**src/rtl/spm_pkg.sv**
```systemverilog
package spm_pkg;
   localparam int GPIO_N = 4;
   // Interface mode straps {high, low}.
   localparam logic [1:0] MODE_SPI_MASTER = 2'h0;
   localparam logic [1:0] MODE_I2C_SLAVE  = 2'h1;
   localparam logic [1:0] MODE_SPI_SLAVE  = 2'h3;
   // Software register offsets of the device end.
   localparam logic [3:0] ADDR_STRAPS    = 4'h0;
   localparam logic [3:0] ADDR_CFG_ONE   = 4'h1;
   localparam logic [3:0] ADDR_CFG_TWO   = 4'h2;
   localparam logic [3:0] ADDR_PIN_STATE = 4'h3;
   localparam logic [3:0] ADDR_IRQ_STAT  = 4'h4;
   localparam logic [3:0] ADDR_IRQ_MASK  = 4'h5;
   localparam logic [3:0] ADDR_SHIFT     = 4'h6;
   localparam logic [3:0] ADDR_CTRL      = 4'h7;
   localparam logic [7:0] CFG_ONE_RST    = 8'h00;
   localparam logic [7:0] CFG_TWO_RST    = 8'h00;
   localparam logic [7:0] MASK_RST       = 8'h00;
   // Serial clock divider: half period in system cycles.
   localparam logic [7:0] SCLK_HALF      = 8'h04;
   localparam logic [3:0] BITS_PER_WORD  = 4'h8;
   typedef enum logic [1:0] {SPM_IDLE = 2'b00, SPM_SHIFT = 2'b01, SPM_DONE = 2'b11} spm_state_t;
endpackage : spm_pkg

```
**src/rtl/spm_link_if.sv**
```systemverilog
`timescale 1ns/1ps
`default_nettype none
interface spm_link_if;
   logic [3:0] gpio_dev_o;
   logic [3:0] gpio_dev_oe;
   logic [3:0] gpio_host_o;
   logic [3:0] gpio_host_oe;
   logic       csn_dev_o;
   logic       csn_dev_oe;
   logic       csn_host_o;
   logic       csn_host_oe;
   logic       miso_dev_o;
   logic       miso_dev_oe;
   logic       miso_host_o;
   logic       miso_host_oe;
   logic       sclk_dev_o;
   logic       sclk_dev_oe;
   logic       sclk_host_o;
   logic       sclk_host_oe;
   logic       mosi_dev_o;
   logic       mosi_dev_oe;
   logic       mosi_host_o;
   logic       mosi_host_oe;
   logic       reset_n;
   logic [3:0] gpio;
   logic       serial_select_n;
   logic       miso;
   logic       sclk;
   logic       mosi;
   modport device (
      output gpio_dev_o, gpio_dev_oe, csn_dev_o, csn_dev_oe, miso_dev_o, miso_dev_oe,
      output sclk_dev_o, sclk_dev_oe, mosi_dev_o, mosi_dev_oe,
      input  reset_n, gpio, serial_select_n, miso, sclk, mosi
   );
   modport host (
      output gpio_host_o, gpio_host_oe, csn_host_o, csn_host_oe, miso_host_o, miso_host_oe,
      output sclk_host_o, sclk_host_oe, mosi_host_o, mosi_host_oe, reset_n,
      input  gpio, serial_select_n, miso, sclk, mosi
   );
endinterface : spm_link_if
`default_nettype wire

```
**src/rtl/spm_device.sv**
```systemverilog
// Local design decisions: the strobed register port and the register offsets.
`timescale 1ns/1ps
`default_nettype none
// What this block does
// - Sample factory strap at reset rise.
// - Board holds factory strap normally low.
// - Factory strap becomes general pin three.
// - Autoconfig straps become general pins zero-two.
// - Pin state has live and latched bits.
// - Two mode straps pick host interface.
// - Host master drives select low per access.
// - Master mode drives select, then releases.
// - Select line released outside master mode.
// - Slave mode drives read data on MISO.
// - Master mode captures MISO from memory.
// - I2C master supplies the SCL clock.
// - SPI master supplies SCLK in slave mode.
// - Master mode drives SCLK during autoconfig.
// - Device drives no serial line in I2C mode.
// - MOSI carries commands from the master; master mode here holds MOSI low.
// - Straps latched into capture register.
// - Autoconfig straps select stored configuration.
module spm_device
   import spm_pkg::*;
(
   input  wire logic       CLK,
   input  wire logic       RST,
   spm_link_if.device      LINK,
   input  wire logic [3:0] ADDR,
   input  wire logic [7:0] WDATA,
   input  wire logic       WR,
   input  wire logic       RD,
   output logic      [7:0] RDATA,
   output logic      [2:0] CONFIG_SEL,
   output logic            FACTORY_MODE,
   output logic            AUTOCFG_DONE,
   output logic            IRQ
);
   import spm_pkg::*;

   logic [3:0] gpio_s1_reg, gpio_s2_reg;
   logic [4:0] ctl_s1_reg, ctl_s2_reg;
   logic       chip_reset_low_s2_prev_reg;
   logic [5:0] strap_capture_reg;
   logic       straps_taken_reg;
   logic [7:0] gp_pin_config_one;
   logic [7:0] gp_pin_config_two;
   logic [3:0] gp_latched_reg;
   logic [7:0] irq_stat_reg, irq_mask_reg;
   logic [7:0] shift_reg, miso_word_reg;
   logic [7:0] div_reg;
   logic [3:0] bit_cnt_reg;
   logic       sclk_reg;
   logic       done_reg;
   logic       sclk_prev_reg;
   logic       word_evt;
   logic       tick;
   spm_state_t state_reg;
   logic [1:0] host_mode;
   logic       in_reset, chip_reset_low_rise;
   logic       s_sclk, s_csn, s_mosi;

   // Order of ctl synchroniser: {reset_n, csn, miso, sclk, mosi}.
   always_ff @(posedge CLK) begin
      gpio_s1_reg <= LINK.gpio;
      gpio_s2_reg <= gpio_s1_reg;
      ctl_s1_reg  <= {LINK.reset_n, LINK.serial_select_n, LINK.miso, LINK.sclk, LINK.mosi};
      ctl_s2_reg  <= ctl_s1_reg;
   end

   assign in_reset  = ~ctl_s2_reg[4];
   assign chip_reset_low_rise = ctl_s2_reg[4] & ~chip_reset_low_s2_prev_reg;
   assign s_sclk    = ctl_s2_reg[1];
   assign s_csn     = ctl_s2_reg[3];
   assign s_mosi    = ctl_s2_reg[0];
   assign host_mode = strap_capture_reg[5:4];

   always_ff @(posedge CLK) begin
      if (RST) begin
         chip_reset_low_s2_prev_reg <= 1'b0;
      end else begin
         chip_reset_low_s2_prev_reg <= ctl_s2_reg[4];
      end
   end

   // Layout {miso/IF1, csn/IF0, general_pin_three factory, gpio[2:0] autoconfig}.
   // strap capture
   always_ff @(posedge CLK) begin
      if (RST) begin
         strap_capture_reg <= 6'h00;
         straps_taken_reg  <= 1'b0;
      end else if (in_reset) begin
         // Follow the pins while reset is low: once the synchronised release arrives
         // the pins already play their run-time roles, so the last value is kept.
         straps_taken_reg  <= 1'b0;
         strap_capture_reg <= {ctl_s2_reg[2], ctl_s2_reg[3], gpio_s2_reg};
      end else if (chip_reset_low_rise && !straps_taken_reg) begin
         straps_taken_reg  <= 1'b1;
      end
   end

   assign FACTORY_MODE = strap_capture_reg[3];
   assign CONFIG_SEL   = strap_capture_reg[2:0];

   // pins zero-three role
   // Config one: [1:0] drive value, [5:4] output enable for pins 0..1;
   // pin2_function_field and pin3_function_field live in config two.
   genvar gi;
   generate
      for (gi = 0; gi < GPIO_N; gi++) begin : g_pin
         logic en;
         logic val;
         if (gi < 2) begin : g_low
            assign en  = gp_pin_config_one[gi+4];
            assign val = gp_pin_config_one[gi];
         end else if (gi == 2) begin : g_two
            assign en  = gp_pin_config_two[1];
            assign val = gp_pin_config_two[0];
         end else begin : g_three
            assign en  = gp_pin_config_two[5];
            assign val = gp_pin_config_two[4];
         end
         assign LINK.gpio_dev_o[gi]  = val;
         assign LINK.gpio_dev_oe[gi] = en & straps_taken_reg & ~in_reset;
      end
   endgenerate

   always_ff @(posedge CLK) begin
      if (RST) begin
         gp_latched_reg <= 4'h0;
      end else if (RD && ADDR == ADDR_PIN_STATE) begin
         gp_latched_reg <= gpio_s2_reg;
      end else begin
         gp_latched_reg <= gp_latched_reg | gpio_s2_reg;
      end
   end

   always_ff @(posedge CLK) begin
      if (RST) begin
         div_reg <= 8'h00;
      end else if (div_reg == SCLK_HALF - 8'h01) begin
         div_reg <= 8'h00;
      end else begin
         div_reg <= div_reg + 8'h01;
      end
   end
   assign tick = (div_reg == SCLK_HALF - 8'h01);

   // Master-mode autoconfig read: one byte clocked in from the memory.
   // select driven
   always_ff @(posedge CLK) begin
      if (RST || in_reset) begin
         state_reg   <= SPM_IDLE;
         sclk_reg    <= 1'b0;
         bit_cnt_reg <= 4'h0;
         shift_reg   <= 8'h00;
         done_reg    <= 1'b0;
      end else begin
         unique case (state_reg)
            SPM_IDLE: begin
               if (straps_taken_reg && host_mode == MODE_SPI_MASTER && !done_reg
                   && !FACTORY_MODE) begin
                  // Start on a tick so the select leads the first clock edge by a half period.
                  state_reg   <= tick ? SPM_SHIFT : SPM_IDLE;
                  bit_cnt_reg <= 4'h0;
               end else if (straps_taken_reg) begin
                  done_reg <= 1'b1;
               end
            end
            SPM_SHIFT: begin
               if (tick) begin
                  sclk_reg <= ~sclk_reg;
                  if (!sclk_reg) begin
                     shift_reg   <= {shift_reg[6:0], ctl_s2_reg[2]};
                     bit_cnt_reg <= bit_cnt_reg + 4'h1;
                  end else if (bit_cnt_reg == BITS_PER_WORD) begin
                     state_reg <= SPM_DONE;
                  end
               end
            end
            SPM_DONE: begin
               done_reg  <= 1'b1;
               state_reg <= SPM_IDLE;
            end
         endcase
      end
   end
   assign AUTOCFG_DONE = done_reg;

   logic master_active;
   assign master_active = (state_reg == SPM_SHIFT);
   assign LINK.csn_dev_o   = 1'b0;
   assign LINK.csn_dev_oe  = master_active;
   assign LINK.sclk_dev_o  = sclk_reg;
   assign LINK.sclk_dev_oe = master_active;
   assign LINK.mosi_dev_o  = 1'b0;
   assign LINK.mosi_dev_oe = master_active;

   // Slave mode: host writes arrive on MOSI, reads return on MISO.
   // host clock
   always_ff @(posedge CLK) begin
      if (RST) begin
         sclk_prev_reg <= 1'b0;
         miso_word_reg <= 8'h00;
      end else begin
         sclk_prev_reg <= s_sclk;
         if (host_mode == MODE_SPI_SLAVE && !s_csn && s_sclk && !sclk_prev_reg) begin
            miso_word_reg <= {miso_word_reg[6:0], s_mosi};
         end
      end
   end
   assign word_evt = host_mode == MODE_SPI_SLAVE && s_csn == 1'b0 && s_sclk && !sclk_prev_reg;
   assign LINK.miso_dev_o  = miso_word_reg[7];
   assign LINK.miso_dev_oe = (host_mode == MODE_SPI_SLAVE) && !s_csn && straps_taken_reg;

   always_ff @(posedge CLK) begin
      if (RST) begin
         gp_pin_config_one <= CFG_ONE_RST;
         gp_pin_config_two <= CFG_TWO_RST;
         irq_mask_reg      <= MASK_RST;
      end else if (WR) begin
         if (ADDR == ADDR_CFG_ONE) gp_pin_config_one <= WDATA;
         if (ADDR == ADDR_CFG_TWO) gp_pin_config_two <= WDATA;
         if (ADDR == ADDR_IRQ_MASK) irq_mask_reg <= WDATA;
      end
   end

   // Events: [0] straps taken, [1] autoconfig done, [2] slave bit, [7:4] pin high.
   logic [7:0] evt;
   assign evt = {gpio_s2_reg, 1'b0, word_evt, state_reg == SPM_DONE, chip_reset_low_rise};
   always_ff @(posedge CLK) begin
      if (RST) begin
         irq_stat_reg <= 8'h00;
      end else if (RD && ADDR == ADDR_IRQ_STAT) begin
         irq_stat_reg <= evt;
      end else begin
         irq_stat_reg <= irq_stat_reg | evt;
      end
   end
   assign IRQ = |(irq_stat_reg & irq_mask_reg);

   always_ff @(posedge CLK) begin
      if (RST) begin
         RDATA <= 8'h00;
      end else if (RD) begin
         unique case (ADDR)
            ADDR_STRAPS:    RDATA <= {2'h0, strap_capture_reg};
            ADDR_CFG_ONE:   RDATA <= gp_pin_config_one;
            ADDR_CFG_TWO:   RDATA <= gp_pin_config_two;
            ADDR_PIN_STATE: RDATA <= {gp_latched_reg, gpio_s2_reg};
            ADDR_IRQ_STAT:  RDATA <= irq_stat_reg;
            ADDR_IRQ_MASK:  RDATA <= irq_mask_reg;
            ADDR_SHIFT:     RDATA <= shift_reg;
            ADDR_CTRL:      RDATA <= {6'h00, done_reg, straps_taken_reg};
            default:        RDATA <= 8'h00;
         endcase
      end else begin
         RDATA <= 8'h00;
      end
   end
endmodule : spm_device
`default_nettype wire

```
**src/flat_wrapper.sv**
```systemverilog
// flat-port wrapper written by rule: the top's interface ports become plain ports
module spm_device_flat import spm_pkg::*;
  (CLK, RST, ADDR, WDATA, WR, RD, RDATA, CONFIG_SEL, FACTORY_MODE, AUTOCFG_DONE, IRQ, LINK_gpio_dev_o, LINK_gpio_dev_oe, LINK_csn_dev_o, LINK_csn_dev_oe, LINK_miso_dev_o, LINK_miso_dev_oe, LINK_sclk_dev_o, LINK_sclk_dev_oe, LINK_mosi_dev_o, LINK_mosi_dev_oe, LINK_reset_n, LINK_gpio, LINK_serial_select_n, LINK_miso, LINK_sclk, LINK_mosi);
  spm_link_if LINK_i ();
  input  wire logic CLK;
  input  wire logic RST;
  input  wire logic [3:0] ADDR;
  input  wire logic [7:0] WDATA;
  input  wire logic WR;
  input  wire logic RD;
  output logic      [7:0] RDATA;
  output logic      [2:0] CONFIG_SEL;
  output logic FACTORY_MODE;
  output logic AUTOCFG_DONE;
  output logic IRQ;
  output wire logic [$bits(LINK_i.gpio_dev_o)-1:0] LINK_gpio_dev_o;
  output wire logic [$bits(LINK_i.gpio_dev_oe)-1:0] LINK_gpio_dev_oe;
  output wire logic [$bits(LINK_i.csn_dev_o)-1:0] LINK_csn_dev_o;
  output wire logic [$bits(LINK_i.csn_dev_oe)-1:0] LINK_csn_dev_oe;
  output wire logic [$bits(LINK_i.miso_dev_o)-1:0] LINK_miso_dev_o;
  output wire logic [$bits(LINK_i.miso_dev_oe)-1:0] LINK_miso_dev_oe;
  output wire logic [$bits(LINK_i.sclk_dev_o)-1:0] LINK_sclk_dev_o;
  output wire logic [$bits(LINK_i.sclk_dev_oe)-1:0] LINK_sclk_dev_oe;
  output wire logic [$bits(LINK_i.mosi_dev_o)-1:0] LINK_mosi_dev_o;
  output wire logic [$bits(LINK_i.mosi_dev_oe)-1:0] LINK_mosi_dev_oe;
  input wire logic [$bits(LINK_i.reset_n)-1:0] LINK_reset_n;
  input wire logic [$bits(LINK_i.gpio)-1:0] LINK_gpio;
  input wire logic [$bits(LINK_i.serial_select_n)-1:0] LINK_serial_select_n;
  input wire logic [$bits(LINK_i.miso)-1:0] LINK_miso;
  input wire logic [$bits(LINK_i.sclk)-1:0] LINK_sclk;
  input wire logic [$bits(LINK_i.mosi)-1:0] LINK_mosi;
  assign LINK_gpio_dev_o = LINK_i.gpio_dev_o;
  assign LINK_gpio_dev_oe = LINK_i.gpio_dev_oe;
  assign LINK_csn_dev_o = LINK_i.csn_dev_o;
  assign LINK_csn_dev_oe = LINK_i.csn_dev_oe;
  assign LINK_miso_dev_o = LINK_i.miso_dev_o;
  assign LINK_miso_dev_oe = LINK_i.miso_dev_oe;
  assign LINK_sclk_dev_o = LINK_i.sclk_dev_o;
  assign LINK_sclk_dev_oe = LINK_i.sclk_dev_oe;
  assign LINK_mosi_dev_o = LINK_i.mosi_dev_o;
  assign LINK_mosi_dev_oe = LINK_i.mosi_dev_oe;
  assign LINK_i.reset_n = LINK_reset_n;
  assign LINK_i.gpio = LINK_gpio;
  assign LINK_i.serial_select_n = LINK_serial_select_n;
  assign LINK_i.miso = LINK_miso;
  assign LINK_i.sclk = LINK_sclk;
  assign LINK_i.mosi = LINK_mosi;
  spm_device u_core (.CLK(CLK), .RST(RST), .LINK(LINK_i), .ADDR(ADDR), .WDATA(WDATA), .WR(WR), .RD(RD), .RDATA(RDATA), .CONFIG_SEL(CONFIG_SEL), .FACTORY_MODE(FACTORY_MODE), .AUTOCFG_DONE(AUTOCFG_DONE), .IRQ(IRQ));
endmodule
```
**config.mk**
```make
export PLATFORM = sky130hd
export DESIGN_NAME = spm_device_flat
export DESIGN_NICKNAME = d
export VERILOG_FILES = /design/src/rtl/spm_pkg.sv /design/src/rtl/spm_link_if.sv /design/src/rtl/spm_device.sv /design/src/flat_wrapper.sv
export SDC_FILE = /design/constraint.sdc
export NUM_CORES = 1
export LEC_CHECK = 0
export BUFFER_PORTS_ARGS = -buffer_cell sky130_fd_sc_hd__buf_2
export CAP_MARGIN = 20
export CORE_ASPECT_RATIO = 2
export CORE_MARGIN = 5
export CORE_UTILIZATION = 51
export DETAILED_ROUTE_END_ITERATION = 7
export MAX_ROUTING_LAYER = met4
export PLACE_DENSITY = 0.75
export SLEW_MARGIN = 10
export SYNTH_ARGS = -nofsm -noshare
export SYNTH_HDL_FRONTEND = slang
export SYNTH_SLANG_ARGS = --single-unit
```
**constraint.sdc**
```tcl
create_clock -name CLK -period 1.8 [get_ports CLK]
set_clock_uncertainty 0.1 [all_clocks]
set_input_delay 0.27 -clock CLK [delete_from_list [all_inputs] [get_ports CLK]]
set_output_delay 0.27 -clock CLK [all_outputs]
set_load 0.03 [all_outputs]
```
# Yosys cells after proc, flatten, opt, wreduce, memory -nomap -nowiden
# Cells that the tools add are included.
# W data, S select, Z words.
# totals
output_inout_bits	30
wordCells	113
ff_bits	103
# op_classes
eq_ne	19
bitwise_logic	17
n_mux	16
reduce_logical	37
n_addsub	2
# op_table
op	count
$pmux W8 S8	1
$eq A4 B3 Y1 const B	4
$mux W4	4
$logic_and A1 B1 Y1	13
$ne A2 B1 Y1 const B	5
$and A1 B1 Y1	9
$add A8 B1 Y8 const B	1
$and A8 B8 Y8	1
$eq A4 B2 Y1 const B	2
$eq A8 B2 Y1 const B	1
$mux W2	4
$mux W8	1
$or A8 B8 Y8	1
$pmux W4 S2	1
$reduce_and A2 Y1	4
$reduce_and A4 Y1	2
$reduce_or A2 Y1	4
$reduce_or A8 Y1	1
$pmux W2 S3	1
$reduce_and A3 Y1	2
$logic_not A1 Y1	5
$not A1 Y1	5
$add A4 B1 Y4 const B	1
$eq A2 B2 Y1 const B	2
11 further kinds	16

# Logic depth before layout (Yosys ltp)
# depth
ltp_word	6
depth_mapped	7
mapped_depth_nobuf	6

# Worst setup path before layout
# Ideal clock, no wire load.
# synth_path
path_type	register to register
startpoint	reg u_core.state_reg[1]
endpoint	reg u_core.bit_cnt_reg[2]
period_less_slack_ns	1.880
path_stages_with_launch	7
path_buffers	1
t_arrival_ns	1.656
t_required_ns	1.577
slack_ns	-0.080
path_cell_list	dfxtp_1 inv_1 ha_1 nand4b_2 buf_2 a221oi_1 o2bb2ai_1
# synth_between
elab_chain_cells	3
word_cells_on_any_way	8
cone_classes	4 x eq/ne; 1 x mux; 3 x reduce/logical
# synth_lines
item	line_no	source
from (decl)	spm_device.sv:58	spm_state_t state_reg;
from (signal assigned)	spm_device.sv:164	state_reg <= tick ? SPM_SHIFT : SPM_IDLE;
$eq A2 B1 Y1 (*)	--	
net LINK_csn_dev_oe	flat_wrapper.sv:19	output wire logic [$bits(LINK_i.csn_dev_oe)-1:0] LINK_csn_dev_oe;
$ne A2 B2 Y1 (no line), or another cell as far along	--	
$reduce_and A4 Y1 (no line)	--	
to (signal assigned)	spm_device.sv:175	bit_cnt_reg <= bit_cnt_reg + 4'h1;
to (decl)	spm_device.sv:52	logic [3:0] bit_cnt_reg;
# Mark *: on every way through the listed nets, which the timed path passes. The rest lies on a longest branch.
# A chain may end at the register's enable or synchronous reset.

# Worst setup path after layout
# layout_path
startpoint	reg u_core.irq_mask_reg[4]
endpoint	out IRQ
# layout_between
elab_chain_cells	2
# layout_lines
item	line_no	source
from (decl)	spm_device.sv:49	logic [7:0] irq_stat_reg, irq_mask_reg;
from (signal assigned)	spm_device.sv:220	irq_mask_reg <= MASK_RST;
from (signal assigned)	spm_device.sv:224	if (ADDR == ADDR_IRQ_MASK) irq_mask_reg <= WDATA;
$and A8 B8 Y8	spm_device.sv:240	assign IRQ = |(irq_stat_reg & irq_mask_reg);
$reduce_or A8 Y1	spm_device.sv:240	
to (decl)	flat_wrapper.sv:15	output logic IRQ;
# Every way passes these cells.

==> impl_metrics.toml <==
[setup_path]
cp_slowest_cell = "a222oi_1"
cp_max_fo = 3
worstPathRequired_ps = 1430
r2r_end = "u_core.bit_cnt_reg[3]"
worst-path-buf-inv = 1
cp-start-kind = "flop"
rr_worst_depth = 5
slowest_delay_ps = 360
rr_startpoint = "u_core.state_reg[1]"
arrival_ps = 1380
critPathTopFamily = "compound AO/OA/AOI/OAI gates"
crit_start = "u_core.irq_mask_reg[4]"
crit_chain = "a222oi_1 -> nand3_1 -> buf_2"
endpoint_kind = "primary output"
path_class = "flop to primary output"
reg2reg_slack_ps = 90

[place]
hpwl_mm = 7.218
port_buffers = 52
place.gp.congestion = 0.9190

[job]
maxCapViolations = 0

[clock_tree]
cts_max_path_buffers = 2
numCtsBuffers = 9
htree_levels = 3
clk-insertion-delay-late_ps = 330
post-cts-setup-buffers = 0
cts_tree = "done"
cts_root_buf = "clkbuf_16"
clock_sink_count = 102
cts.reportedPaths.clkPinSlew_ps = 60

[yosys]
synth_top_area_share_pct = 49.67
muxShareOfSynthArea_pct = 15.73
synth_area_leaders = "dfxtp_1, mux2i_1, nor2_1, a21oi_1, buf_4"
synth_area_um2 = 4111
synth_xor_area_share_pct = 1.491
yosys.area_share.simple_pct = 17.44
synth-seq-cells = 102
ys.flop_type = "dfxtp_1"
synthArstFlopShare_pct = 0
yosysWarnings = 0
seq_area_frac_synth_pct = 49.67
syn-mean-instance-area_um2 = 9.979
synth_top_family_by_area = "simple AND/OR/NAND/NOR gates"
synth_compound_area_share_pct = 8.612
synth_adder_area_share_pct = 1.826
ys_types = 55
synth_top_area_cell = "dfxtp_1"
syn_inst = 412
synth_edf_count = 0

[floorplan]
die_h_um = 137.0
core_um2 = 7885
std_cell_rows = 46
fp.dieW_um = 73.49
ios = 55
dieArea_um2 = 10070
start_util_pct = 52.14

[grt]
grt_pass1_vias = 3287
grt_use_total_pct = 20.82
grt.overflow.total = 0
grt_pass1_wl_mm = 15.61
grt_max_degree = 50
grt_antenna_before_repair = 0

[min_path]
hold_class = "primary input to flop"
worstHoldStart = "RST"
holdPathEnd = "u_core.strap_capture_reg[5]"
hold_path_depth = 2

[power_and_ir_drop]
cellLeakagePower_nw = 2.232
ir_drop_uv = 775.3
power_density_nw_per_um2 = 973.3

[drt]
num_vias = 3236
routed_wl_mm = 9.698
drt_iter0_drc = 319
wl_per_cell_um = 16.69
ant_nets = 0
drt_first_pass_iters = 4
vias_per_cell = 5.570
drc = 0

[cells_and_area]
antennaDiodeCount = 0
nets = 512
area_growth_pct = 21.97
regArea_um2 = 2049
drive_gt1_share_pct = 25.57
fillerInstances = 630
fin_util_pct = 63.60
multiInputGateArea_um2 = 1903

[timing]
setup_viol = 0
hold_violations = 0
slew_viol_final = 0
whs_ps = 92.97
fmax_mhz = 572.6
setup_tns_ps = 0
period_needed_ps = 1746
rsz0062_at_grt = "no"
min_period_over_period_pct = 97.02

[outcome]
status = "finished clean"
-- what timing repair did --
action,4_1_cts,5_1_grt
hold endpoints to repair,9,0
endpoints found under the setup margin,0,7
hold buffers,9,0
gates resized for setup,0,14
-- power by group --
group          total (mW)  internal (mW)  switching, mW  leakage, nW
Sequential           2.38           2.32         0.0510        0.837
Combinational       0.349          0.157          0.192         1.23
Clock                2.16           1.39          0.771        0.166
-- synth_stat cells (2+ instances only) --
master,n
a31oi_1,5
dfxtp_1,102
nand2_1,12
mux4_2,3
nand4b_1,2
mux2_2,7
mux2i_1,50
nor3_1,3
nand3_1,10
a221oi_1,2
nor3b_1,5
o21ai_0,3
buf_4,11
xor2_1,6
nor2b_1,5
and4b_1,2
nor2_1,72
buf_2,7
a22o_1,2
nand3_2,2
inv_1,11
o22ai_1,2
nand2b_1,3
o2bb2ai_1,3
ha_1,6
nor4_1,2
nand3b_1,2
a21oi_1,20
clkbuf_1,13
and3_1,9
a22oi_1,6
-- worst max path at each step --
stage | end | cells after the start
after floorplan | u_core.bit_cnt_reg[2] | 6
after global placement | u_core.bit_cnt_reg[3] | 5
after detailed placement | u_core.bit_cnt_reg[3] | 5
after CTS | LINK_miso_dev_oe | 3
after global routing | u_core.bit_cnt_reg[3] | 5
final | IRQ | 3
-- through the flow --
| step | cells | area (um^2) | power [mW] | worst slack [ps] |
|---|---|---|---|---|
| 3_3_place_gp | 557 | 4544 | 2.737 | 111.5 |
| 4_1_cts | 581 | 4972 | 4.907 | 3.240 |
| 2_1_floorplan | 413 | 4118 | 2.614 | 10.25 |
| 6_report | 581 | 5015 | 4.881 | 53.70 |
| 3_5_place_dp | 557 | 4544 | 2.746 | 5.906 |
| 5_1_grt | 581 | 5015 | 5.062 | 0.6599 |
-- placed cells by master (no fill, tap or decap), drive strengths merged, types with 3 or more instances in the layout --
cell type	netlist	final
nor2b	5	5
mux2	7	7
bufinv	0	3
a31oi	5	5
dfxtp	102	102
xor2	6	6
a21oi	20	20
inv	11	11
mux2i	50	50
dlygate4sd3	0	9
a22oi	6	6
mux4	3	3
o2bb2ai	3	3
nand3	12	12
nor4	3	3
nor3b	6	6
nand2b	3	3
clkbuf	13	11
nand2	12	12
nor3	3	3
nand4b	3	3
o21ai	3	3
buf	19	80
and3	9	9
nor2	72	72
ha	6	6
-- cell type report --
type / count / share of cell area [%]
sequential: 102 / 40.87
multi-input combinational: 268 / 37.95
timing repair buffer: 89 / 11.23
clock buffer: 11 / 4.840
tap: 96 / 2.395
clock inverter: 4 / 1.896
inverter: 11 / 0.8234
-- cells by family after synthesis --
family | after synthesis
AOI/OAI and AO/OA | 53
xor gates and xnor gates | 7
adders and majority gates | 6
buffers and inverters | 43
DFF | 102
muxes | 60
other | 1
and+or+nand+nor | 140
-- per-layer routing --
metal | vias to the layer above | GRT usage, % | wire length [um] | part of all wire (%)
met5 | - | - | 0 | 0
met4 | 0 | 12.70 | 530 | 5.5
met3 | 40 | 3.676 | 482 | 5.0
met2 | 118 | 35.87 | 5240 | 54
met1 | 1513 | 21.25 | 3446 | 36
li1 | 1565 | - | - | -
-- worst register-to-register path, delay by kind of cell (launching register included) --
family | cells | cell delay [ps]
compound gates | 2 | 340
buf+inv | 1 | 70
flops | 1 | 360
simple gates | 1 | 550
fa+ha+maj | 1 | 200
Power figures use the tool's default switching activity.
